File: src/hw/rfc_consts.vh
`ifndef RFC_CONSTS_VH
`define RFC_CONSTS_VH
// Register offsets inside one port, port index in address bits 11:9
`define RFC_OFS_MON 9'h012
`define RFC_OFS_SIG 9'h013
`define RFC_OFS_RX2 9'h014
`define RFC_OFS_BOC 9'h015
// Reset value shared by every register
`define RFC_RST_VAL 8'h00
// Writable bits of each register
`define RFC_MON_MASK 8'h1F
`define RFC_SIG_MASK 8'h17
`define RFC_RX2_MASK 8'h1F
`define RFC_BOC_MASK 8'hB6
// Signaling control fields
`define RFC_SIG_ONES 4
`define RFC_SIG_FFZ 2
`define RFC_SIG_FEN 1
`define RFC_SIG_INT 0
// T1 receive control fields
`define RFC_RX2_SLC 4
`define RFC_RX2_OOF_HI 3
`define RFC_RX2_OOF_LO 2
`define RFC_RX2_RAI 1
`define RFC_RX2_D4 0
// Bit-code control fields
`define RFC_BOC_RST 7
`define RFC_BOC_DIS_HI 5
`define RFC_BOC_DIS_LO 4
`define RFC_BOC_FLT_HI 2
`define RFC_BOC_FLT_LO 1
// Timing
`define RFC_CLK_MHZ 125
`define RFC_BOC_RST_US 250
`define RFC_BOC_RST_MAX (`RFC_BOC_RST_US * `RFC_CLK_MHZ)
`define RFC_BOC_RST_CYC 16'd32
`define RFC_RAI_MS 200
`define RFC_RAI_CYC (`RFC_RAI_MS * `RFC_CLK_MHZ * 1000)
// Counting thresholds
`define RFC_SIG_INT_MF 2'd3
`define RFC_RAI_CLR 5'd14
`define RFC_RAI_HIST 16'hFFFF
`endif

File: src/hw/rfc_rx_ctrl.v
// Notes on behaviour
// - Eight ports, register copy every 0x200
// - Five-bit selector picks monitored timeslot
// - T1 force ones on enabled channels
// - E1 resync after two bad alignment words
// - CAS mode also resyncs on zero timeslot
// - CAS mode alignment needs prior one
// - Force freeze overrides freeze enable
// - Freeze enable permits event freeze; off never
// - Integration reports after three stable multiframes
// - Control bit enables SLC-96 synchronizer
// - Two-bit out-of-frame criterion select
// - Alarm sets on sixteen 00FF patterns
// - Alarm clears at fourteen or fewer
// - Integrated alarm needs over 200ms persistence
// - D4 alarm select bit2 or frame12
// - Masked Sa changes raise status event
// - Reset bit self-clears within 250us
// - Filter settings apply after reset completes
// - Init done clears reset bit
// - Disintegration field sets clear count
// - Filter field sets validation count
// - Forced ones affect serial data only
`include "rfc_consts.vh"
`timescale 1ns/1ps
`default_nettype none
module rfc_rx_ctrl #(
   parameter [31:0] RAI_INT_CYC = `RFC_RAI_CYC
) (
   // Clock and reset
   input wire clk_i,
   input wire nrst_i,
   // Register port
   input wire [11:0] addr_i,
   input wire [7:0] wdata_i,
   input wire wr_i,
   input wire rd_i,
   output reg [7:0] rdata_o,
   // Global and per-port modes
   input wire init_done_i,
   input wire [7:0] t1_mode_i,
   input wire [7:0] esf_mode_i,
   // Line events, one bit per port; Sa values five bits per port
   input wire [7:0] fdl_stb_i,
   input wire [7:0] fdl_alarm_i,
   input wire [7:0] mfas_stb_i,
   input wire [7:0] mfas_err_i,
   input wire [7:0] ts16_zero_i,
   input wire [7:0] ts16_prev_one_i,
   input wire [7:0] mf_tick_i,
   input wire [7:0] sig_chg_i,
   input wire [7:0] freeze_evt_i,
   input wire [7:0] sa_stb_i,
   input wire [39:0] sa_bits_i,
   // Control levels, per port
   output wire [39:0] monitor_sel_o,
   output wire [7:0] sig_ones_en_o,
   output wire [7:0] sig_freeze_o,
   output wire [7:0] slc_sync_en_o,
   output wire [15:0] frame_loss_sel_o,
   output wire [7:0] d4_alarm_sel_o,
   output wire [15:0] boc_filter_o,
   output wire [15:0] boc_disint_o,
   output wire [7:0] boc_busy_o,
   // Status, per port
   output wire [7:0] remote_alarm_o,
   output wire [7:0] sig_report_o,
   output wire [7:0] mf_resync_o,
   output wire [7:0] mf_align_o,
   output wire [7:0] sa_change_o
);

   // ****************************************
   // Helpers
   // ****************************************
   // The alarm history is short, so a plain
   // adder chain is cheap enough here.
   // A tree would only matter if the history
   // were made much longer.
   // Count of ones in the alarm history
   function [4:0] rfc_pop;
      input [15:0] v;
      integer k;
      begin
         rfc_pop = 5'd0;
         for (k = 0; k < 16; k = k + 1) begin
            rfc_pop = rfc_pop + {4'd0, v[k]};
         end
      end
   endfunction

   localparam [24:0] RAI_N = RAI_INT_CYC[24:0];

   wire [63:0] prd; // Read values of all ports
   wire [8:0] off = addr_i[8:0]; // Offset inside port

   // ****************************************
   // Read data, one cycle after the strobe
   // ****************************************
   // Data stand for exactly one cycle and
   // return to zero, so a late sample by the
   // host reads zero rather than stale data.
   // The port index in the upper address
   // bits picks one slice of the read bus.
   always @(posedge clk_i) begin
      if (!nrst_i) begin
         rdata_o <= 8'h00;
      end else if (rd_i) begin
         rdata_o <= prd[{addr_i[11:9], 3'b000} +: 8];
      end else begin
         rdata_o <= 8'h00;
      end
   end

   genvar g;
   generate
      for (g = 0; g < 8; g = g + 1) begin : port
         // ****************************************
         // Per-port registers
         // ****************************************
         wire we = wr_i & (addr_i[11:9] == g);
         wire t1 = t1_mode_i[g]; // T1 or E1 framing
         reg [7:0] mon_q; // Monitor select
         reg [7:0] sig_q; // Signaling control
         reg [7:0] t1c_q; // T1 receive control
         reg [7:0] sam_q; // Sa change masks
         reg [7:0] boc_q; // Bit-code control
         reg [1:0] flt_q; // Applied filter
         reg [1:0] dis_q; // Applied disintegration
         reg [15:0] bcnt_q; // Reset progress
         reg [7:0] rv; // Read value
         wire boc_done;
         wire boc_keep;

         assign boc_done = boc_q[`RFC_BOC_RST] &
            (bcnt_q == `RFC_BOC_RST_CYC - 16'd1);
         // Pending reset survives a write of zero
         assign boc_keep = boc_q[`RFC_BOC_RST] & ~boc_done & ~init_done_i;

         // Register writes
         // Reserved bits are masked on entry so
         // that they always read back as zero.
         // The shared offset keeps two separate
         // copies; a change of framing mode does
         // not lose the other mode's settings.
         // The reset bit of the bit-code control
         // cannot be cancelled by software once
         // it has been set.
         always @(posedge clk_i) begin
            if (!nrst_i) begin
               mon_q <= `RFC_RST_VAL;
               sig_q <= `RFC_RST_VAL;
               t1c_q <= `RFC_RST_VAL;
               sam_q <= `RFC_RST_VAL;
               boc_q <= `RFC_RST_VAL;
            end else begin
               if (we && off == `RFC_OFS_MON) begin
                  mon_q <= wdata_i & `RFC_MON_MASK;
               end
               if (we && off == `RFC_OFS_SIG) begin
                  sig_q <= wdata_i & `RFC_SIG_MASK;
               end
               // Shared offset steered by framing mode
               if (we && off == `RFC_OFS_RX2 && t1) begin
                  t1c_q <= wdata_i & `RFC_RX2_MASK;
               end
               if (we && off == `RFC_OFS_RX2 && !t1) begin
                  sam_q <= wdata_i & `RFC_RX2_MASK;
               end
               if (we && off == `RFC_OFS_BOC) begin
                  // Set by software wins over any clear
                  boc_q <= (wdata_i & `RFC_BOC_MASK) |
                     {boc_keep, 7'h00};
               end else if (boc_done | init_done_i) begin
                  boc_q[`RFC_BOC_RST] <= 1'b0;
               end
            end
         end

         // Acknowledged reset of the bit-code receiver
         // The reset takes a fixed number of
         // cycles, far inside the allowed time.
         // Filter and clear counts are copied
         // only when the reset finishes, so a
         // half-written setting never reaches
         // the receiver.
         always @(posedge clk_i) begin
            if (!nrst_i) begin
               bcnt_q <= 16'd0;
               flt_q <= 2'b00;
               dis_q <= 2'b00;
            end else if (boc_done) begin
               bcnt_q <= 16'd0;
               // New settings take effect only now
               flt_q <= boc_q[`RFC_BOC_FLT_HI:`RFC_BOC_FLT_LO];
               dis_q <= boc_q[`RFC_BOC_DIS_HI:`RFC_BOC_DIS_LO];
            end else if (boc_q[`RFC_BOC_RST]) begin
               bcnt_q <= bcnt_q + 16'd1;
            end else begin
               bcnt_q <= 16'd0;
            end
         end

         // Read mux for this port
         always @* begin
            case (off)
               `RFC_OFS_MON: rv = mon_q;
               `RFC_OFS_SIG: rv = sig_q;
               `RFC_OFS_RX2: rv = t1 ? t1c_q : sam_q;
               `RFC_OFS_BOC: rv = boc_q;
               default: rv = 8'h00;
            endcase
         end
         assign prd[g*8 +: 8] = rv;

         // ****************************************
         // Control levels
         // ****************************************
         assign monitor_sel_o[g*5 +: 5] = mon_q[4:0];
         // Serial data only; signaling output untouched
         assign sig_ones_en_o[g] = t1 & sig_q[`RFC_SIG_ONES];
         assign sig_freeze_o[g] = sig_q[`RFC_SIG_FFZ] |
            (sig_q[`RFC_SIG_FEN] & freeze_evt_i[g]);
         assign slc_sync_en_o[g] = t1 & t1c_q[`RFC_RX2_SLC];
         assign frame_loss_sel_o[g*2 +: 2] =
            t1c_q[`RFC_RX2_OOF_HI:`RFC_RX2_OOF_LO];
         assign d4_alarm_sel_o[g] = t1c_q[`RFC_RX2_D4];
         assign boc_filter_o[g*2 +: 2] = flt_q;
         assign boc_disint_o[g*2 +: 2] = dis_q;
         assign boc_busy_o[g] = boc_q[`RFC_BOC_RST];

         // ****************************************
         // Remote alarm detection
         // ****************************************
         reg [15:0] hist_q; // Last sixteen link patterns
         reg raw_q; // Unintegrated alarm
         reg rai_q; // Reported alarm
         reg [24:0] rcnt_q; // Persistence counter
         wire integ = t1c_q[`RFC_RX2_RAI] & esf_mode_i[g];
         wire [15:0] hist_n = {hist_q[14:0], fdl_alarm_i[g]};

         always @(posedge clk_i) begin
            if (!nrst_i) begin
               hist_q <= 16'h0000;
               raw_q <= 1'b0;
            end else if (fdl_stb_i[g]) begin
               hist_q <= hist_n;
               if (hist_n == `RFC_RAI_HIST) begin
                  raw_q <= 1'b1;
               end else if (rfc_pop(hist_n) <= `RFC_RAI_CLR) begin
                  raw_q <= 1'b0;
               end
            end
         end

         // Integration over the persistence window
         // The counter restarts whenever the raw
         // state agrees with the reported one, so
         // short interruptions do not build up.
         // Without integration the raw state is
         // passed on one cycle later.
         // Integration needs extended framing on
         // the port as well as the control bit.
         // The window length is a parameter so
         // that tests can use a short one.
         always @(posedge clk_i) begin
            if (!nrst_i) begin
               rai_q <= 1'b0;
               rcnt_q <= 25'd0;
            end else if (!integ) begin
               rai_q <= raw_q;
               rcnt_q <= 25'd0;
            end else if (raw_q == rai_q) begin
               rcnt_q <= 25'd0;
            end else if (rcnt_q == RAI_N) begin
               rai_q <= raw_q;
               rcnt_q <= 25'd0;
            end else begin
               rcnt_q <= rcnt_q + 25'd1;
            end
         end
         assign remote_alarm_o[g] = rai_q;

         // ****************************************
         // E1 multiframe alignment
         // ****************************************
         // Only E1 framing uses these pulses;
         // in T1 the error history is held clear.
         // A resync also clears the history so
         // that one later bad word cannot fire
         // a second resync by itself.
         reg err1_q; // Previous alignment word bad
         reg rsy_q; // Resync pulse
         reg aln_q; // Alignment pulse
         wire cas_resync_mode = sig_q[`RFC_SIG_ONES];
         wire bad2 = mfas_stb_i[g] & mfas_err_i[g] & err1_q;
         wire zero16 = cas_resync_mode & mf_tick_i[g] & ts16_zero_i[g];

         always @(posedge clk_i) begin
            if (!nrst_i) begin
               err1_q <= 1'b0;
               rsy_q <= 1'b0;
               aln_q <= 1'b0;
            end else begin
               rsy_q <= !t1 & (bad2 | zero16);
               aln_q <= !t1 & mfas_stb_i[g] & !mfas_err_i[g] &
                  (!cas_resync_mode | ts16_prev_one_i[g]);
               if (t1 | bad2 | zero16) begin
                  err1_q <= 1'b0;
               end else if (mfas_stb_i[g]) begin
                  err1_q <= mfas_err_i[g];
               end
            end
         end
         assign mf_resync_o[g] = rsy_q;
         assign mf_align_o[g] = aln_q;

         // ****************************************
         // Signaling change reporting
         // ****************************************
         // With integration on, any new change
         // restarts the stability window, so a
         // flickering value is never reported.
         // Without it every change is reported.
         reg pend_q; // Change awaiting stability
         reg [1:0] stab_q; // Stable multiframes seen
         reg rep_q; // Report pulse
         wire sint = sig_q[`RFC_SIG_INT];

         always @(posedge clk_i) begin
            if (!nrst_i) begin
               pend_q <= 1'b0;
               stab_q <= 2'd0;
               rep_q <= 1'b0;
            end else if (sig_chg_i[g]) begin
               // New change restarts the window
               pend_q <= sint;
               stab_q <= 2'd0;
               rep_q <= !sint;
            end else if (pend_q && mf_tick_i[g]) begin
               stab_q <= stab_q + 2'd1;
               rep_q <= (stab_q + 2'd1 == `RFC_SIG_INT_MF);
               pend_q <= (stab_q + 2'd1 != `RFC_SIG_INT_MF);
            end else begin
               rep_q <= 1'b0;
            end
         end
         assign sig_report_o[g] = rep_q;

         // ****************************************
         // Sa bit change events
         // ****************************************
         // The last seen values are kept even for
         // masked bits, so unmasking later does
         // not raise an event for an old change.
         // Events are raised in E1 framing only.
         reg [4:0] sa_q; // Last Sa4..Sa8 values
         reg sac_q; // Change pulse
         wire [4:0] sa_n = sa_bits_i[g*5 +: 5];

         always @(posedge clk_i) begin
            if (!nrst_i) begin
               sa_q <= 5'd0;
               sac_q <= 1'b0;
            end else if (sa_stb_i[g]) begin
               sa_q <= sa_n;
               sac_q <= !t1 & (|((sa_n ^ sa_q) & sam_q[4:0]));
            end else begin
               sac_q <= 1'b0;
            end
         end
         assign sa_change_o[g] = sac_q;
      end
   endgenerate

endmodule // rfc_rx_ctrl
`default_nettype wire

File: config.mk
export PLATFORM = sky130hd
export DESIGN_NAME = rfc_rx_ctrl
export DESIGN_NICKNAME = d
export VERILOG_FILES = /design/src/hw/rfc_rx_ctrl.v
export VERILOG_INCLUDE_DIRS = /design/src /design/src/hw
export SDC_FILE = /design/constraint.sdc
export NUM_CORES = 2
export LEC_CHECK = 0
export BUFFER_PORTS_ARGS = -buffer_cell sky130_fd_sc_hd__buf_2
export CORE_AREA = 2 2 297 299
export CTS_CLUSTER_DIAMETER = 200
export CTS_CLUSTER_SIZE = 10
export DETAILED_ROUTE_END_ITERATION = 8
export DIE_AREA = 0 0 299 301
export GPL_ROUTABILITY_DRIVEN = 0
export PLACE_DENSITY = 0.65
export SLEW_MARGIN = 5
export SYNTH_ARGS = -nofsm -noshare
export SYNTH_HDL_FRONTEND = slang
export SYNTH_SLANG_ARGS = --single-unit
File: constraint.sdc
create_clock -name clk_i -period 4.15 [get_ports clk_i]
set_clock_uncertainty 0.05 [all_clocks]
set_input_delay 0.2075 -clock clk_i [delete_from_list [all_inputs] [get_ports clk_i]]
set_output_delay 0.2075 -clock clk_i [all_outputs]
set_load 0.01 [all_outputs]
==> out/metrics.cfg <==
[setup_path]
crit_fanout = 4
crit_path_start_kind = flip-flop
critPathMaxStageDelay_ps = 530
arrival_ps = 4490
cp-end-kind = flip-flop
critPathKind = flip-flop to flip-flop
required_ps = 4680
critPathSlowestCell = fa_1
critPathMostFrequentCell = inv_1
crit_chain = inv_1, fa_1, inv_1, fa_1, fa_1, inv_1, fa_1, inv_1, ha_1, inv_1, fa_2, nand2b_1, a21oi_1, o221ai_1, nand3_1, nand3_1, nand2_1

[clock_tree]
insertion_delay_ps = 650
clockBufferDepth = 3
cts.sinks = 799
cts_root_buffer = clkbuf_16
cts_tree = built
h-tree-depth = 3
clk_pin_slew_ps = 60
cts_made_buffers = 89

[synth]
synth_top_area_share_pct = 41.21
synth_fa_ha_area_share_pct = 6.704
ys.warnings.count = 0
synthTopCellsByArea = dfxtp_1, mux2i_1, xor2_1
syn_nets = 4606
synth_compound_area_share_pct = 6.360
synth_seq_cells = 799
synth_top_area_cell = dfxtp_1
synthCells = 4285
netlist_top_cells_count = dfxtp_1, nor2_1, mux2i_1
yosysMostFrequentCell = dfxtp_1
synth-xor-area-share_pct = 7.942
synth_simple_gate_area_share_pct = 22.57
synth_area_per_cell_sq_um = 9.059
seq_area_frac_synth_pct = 41.21
synth.distinct_cells = 71
synth-main-ff-cell = dfxtp_1
synth_edf_count = 0
syn-cell-area_sq_um = 38820
synth_mux_area_share_pct = 9.270
synthArstFlopShare_pct = 0
synth_top_family_by_area = simple AND/OR/NAND/NOR gates

[sta]
slew_headroom_pct = 19.69
fin_setup_tns_ps = 0
worst_hold_slack_ps = 28.88
fmax_ghz = 0.2524
setup_viol = 0
finalCritPeriodShare_pct = 95.49
report.final.slew_viol_count = 0
min_period_ps = 3963
hold_viol = 0
tightest_slew_ps = 1205
rsz0062_at_grt = no

[detailed_routing]
ant_nets = 0
wl_per_cell_um = 18.02
wirelength_mm = 104.8
drc = 0
initialDrtViolationCount = 2111
drt_first_pass_iters = 6
viasPerCell = 5.250
vias = 30523

[layout]
syn_to_final_growth_pct = 15.95
final_layout_size_suffix_gt1_share_pct = 11.32
regArea_sq_um = 16010
design_area_sq_um = 45010
fin_util_pct = 52.04
fill_cells = 8102
multi_input_area_sq_um = 20550
nNetsFinal = 4971

[global_routing]
grt_overflow = 0
antenna_found_initial = 15
grtUsageTotal_pct = 22.87
grt_pass1_vias = 29347
grt_pass1_wl_mm = 163.7
grt_max_degree = 90

[placed_design]
dpl.hpwl_mm = 75.55
place_area_sq_um = 40970
port_buffers = 334

[pwr]
power_density_nw_per_um2 = 343.8
p_switching_mw = 3.582
p_total_mw = 15.48
p_comb_share_pct = 5.3
leakage_nw = 17.56
ir_worst_vdd_v = 0.0002715
p_sw_share_pct = 23.14
p_seq_share_pct = 50.1
clkPwrFrac_pct = 44.6
power.internal_mw = 11.89

[floorplanning]
die-width_um = 299
core-area_sq_um = 86480
initial_utilization_pct = 44.88
rows = 108
num_io_pins = 337
fp.dieArea_sq_um = 90000
die_h_um = 301

[run_status]
outcome = complete, no violations

[worst_hold_path]
min_path_type = primary input to flip-flop

[job]
maxCapViolations = 0

[final cells by class]
| class | count | area share (%) |
|---|---|---|
| Antenna cell | 3 | 0.01668 |
| Clock buffer | 90 | 4.957 |
| Clock inverter | 7 | 0.2808 |
| Inverter | 278 | 2.318 |
| Multi-Input combinational cell | 2950 | 45.65 |
| Sequential cell | 799 | 35.57 |
| Tap cell | 1155 | 3.211 |
| Timing Repair Buffer | 532 | 7.995 |
[cell families after synthesis]
kind of cell    Yosys count
compound gates          352
xor+xnor                352
fa+ha+maj               160
buf+inv                 536
flops                   799
mux                     352
other cells               1
simple gates           1733
[stage by stage]
stage                     instances  setup slack [ps]
after floorplan                4285             277.7
after global placement         5550             153.9
after detailed placement       5550             96.83
after CTS                      5809             78.76
after global routing           5814             3.753
final                          5814             187.3
[metal layers]
layer	track usage, %	up-vias	wire [um]
met5	0	-	118
met1	30.85	14412	47430
li1	-	14977	-
met3	5.779	239	8450
met4	8.000	18	3828
met2	35.53	877	44930
[sequential cells by signal (all words and copies together) (netlist names)]
signal       count
port.rcnt_q    200
port.bcnt_q    128
port.hist_q    120
port.boc_q      40
port.mon_q      40
port.sa_q       40
port.sam_q      40
port.t1c_q      40
port.sig_q      32
port.dis_q      16
port.flt_q      16
port.stab_q     16
port.aln_q       8
port.err1_q      8
port.pend_q      8
port.rai_q       8
port.raw_q       8
port.rep_q       8
port.rsy_q       8
port.sac_q       8
rdata_o          7
[what timing repair did]
action | in CTS | in global routing
gates resized for setup | 0 | 20
setup endpoints to repair | 0 | 5
buffers inserted | 0 | 2
hold endpoints to repair | 146 | 0
hold buffers | 162 | 0
[worst paths after layout]
check,from,end,slack (ps),cells after the start
setup / recovery,port[5].hist_q[4],port[5].raw_q,190,17
hold / removal,mfas_stb_i[6],port[6].rsy_q,30,4
setup reg to reg,port[5].hist_q[4],port[5].raw_q,190,17
hold reg to reg,port[3].bcnt_q[0],port[3].bcnt_q[0],400,1
[critical path: cells and delay by family (launching register included)]
family,cells,cell delay (ps)
DFF,1,350
buffers and inverters,5,290
AOI/OAI and AO/OA,2,240
and+or+nand+nor,4,410
adders and majority gates,6,2590
[placed cells by master, fill, tap and decap left out, drive strengths merged, types with 65 or more instances in the layout]
cell type and n:
clkbuf 90, inv 279, buf 370, nand2 318
nor2b 305, ha 80, nor3 65, mux2i 337
fa 80, nor2 417, dlygate4sd3 162, dfxtp 799
nand3 292, xor2 233, xnor2 119, nand4 86
a21boi 107
[power by group through the flow]
stage	sequential [mW]	clock [mW]	combinational (mW)
4_1_cts	7.74	7.09	0.813
2_1_floorplan	7.90	0	0.444
3_5_place_dp	7.91	0	0.694
5_1_grt	7.75	7.39	0.888
3_3_place_gp	7.91	0	0.686
6_report	7.75	6.91	0.822
(Power assumes the default switching activity.)
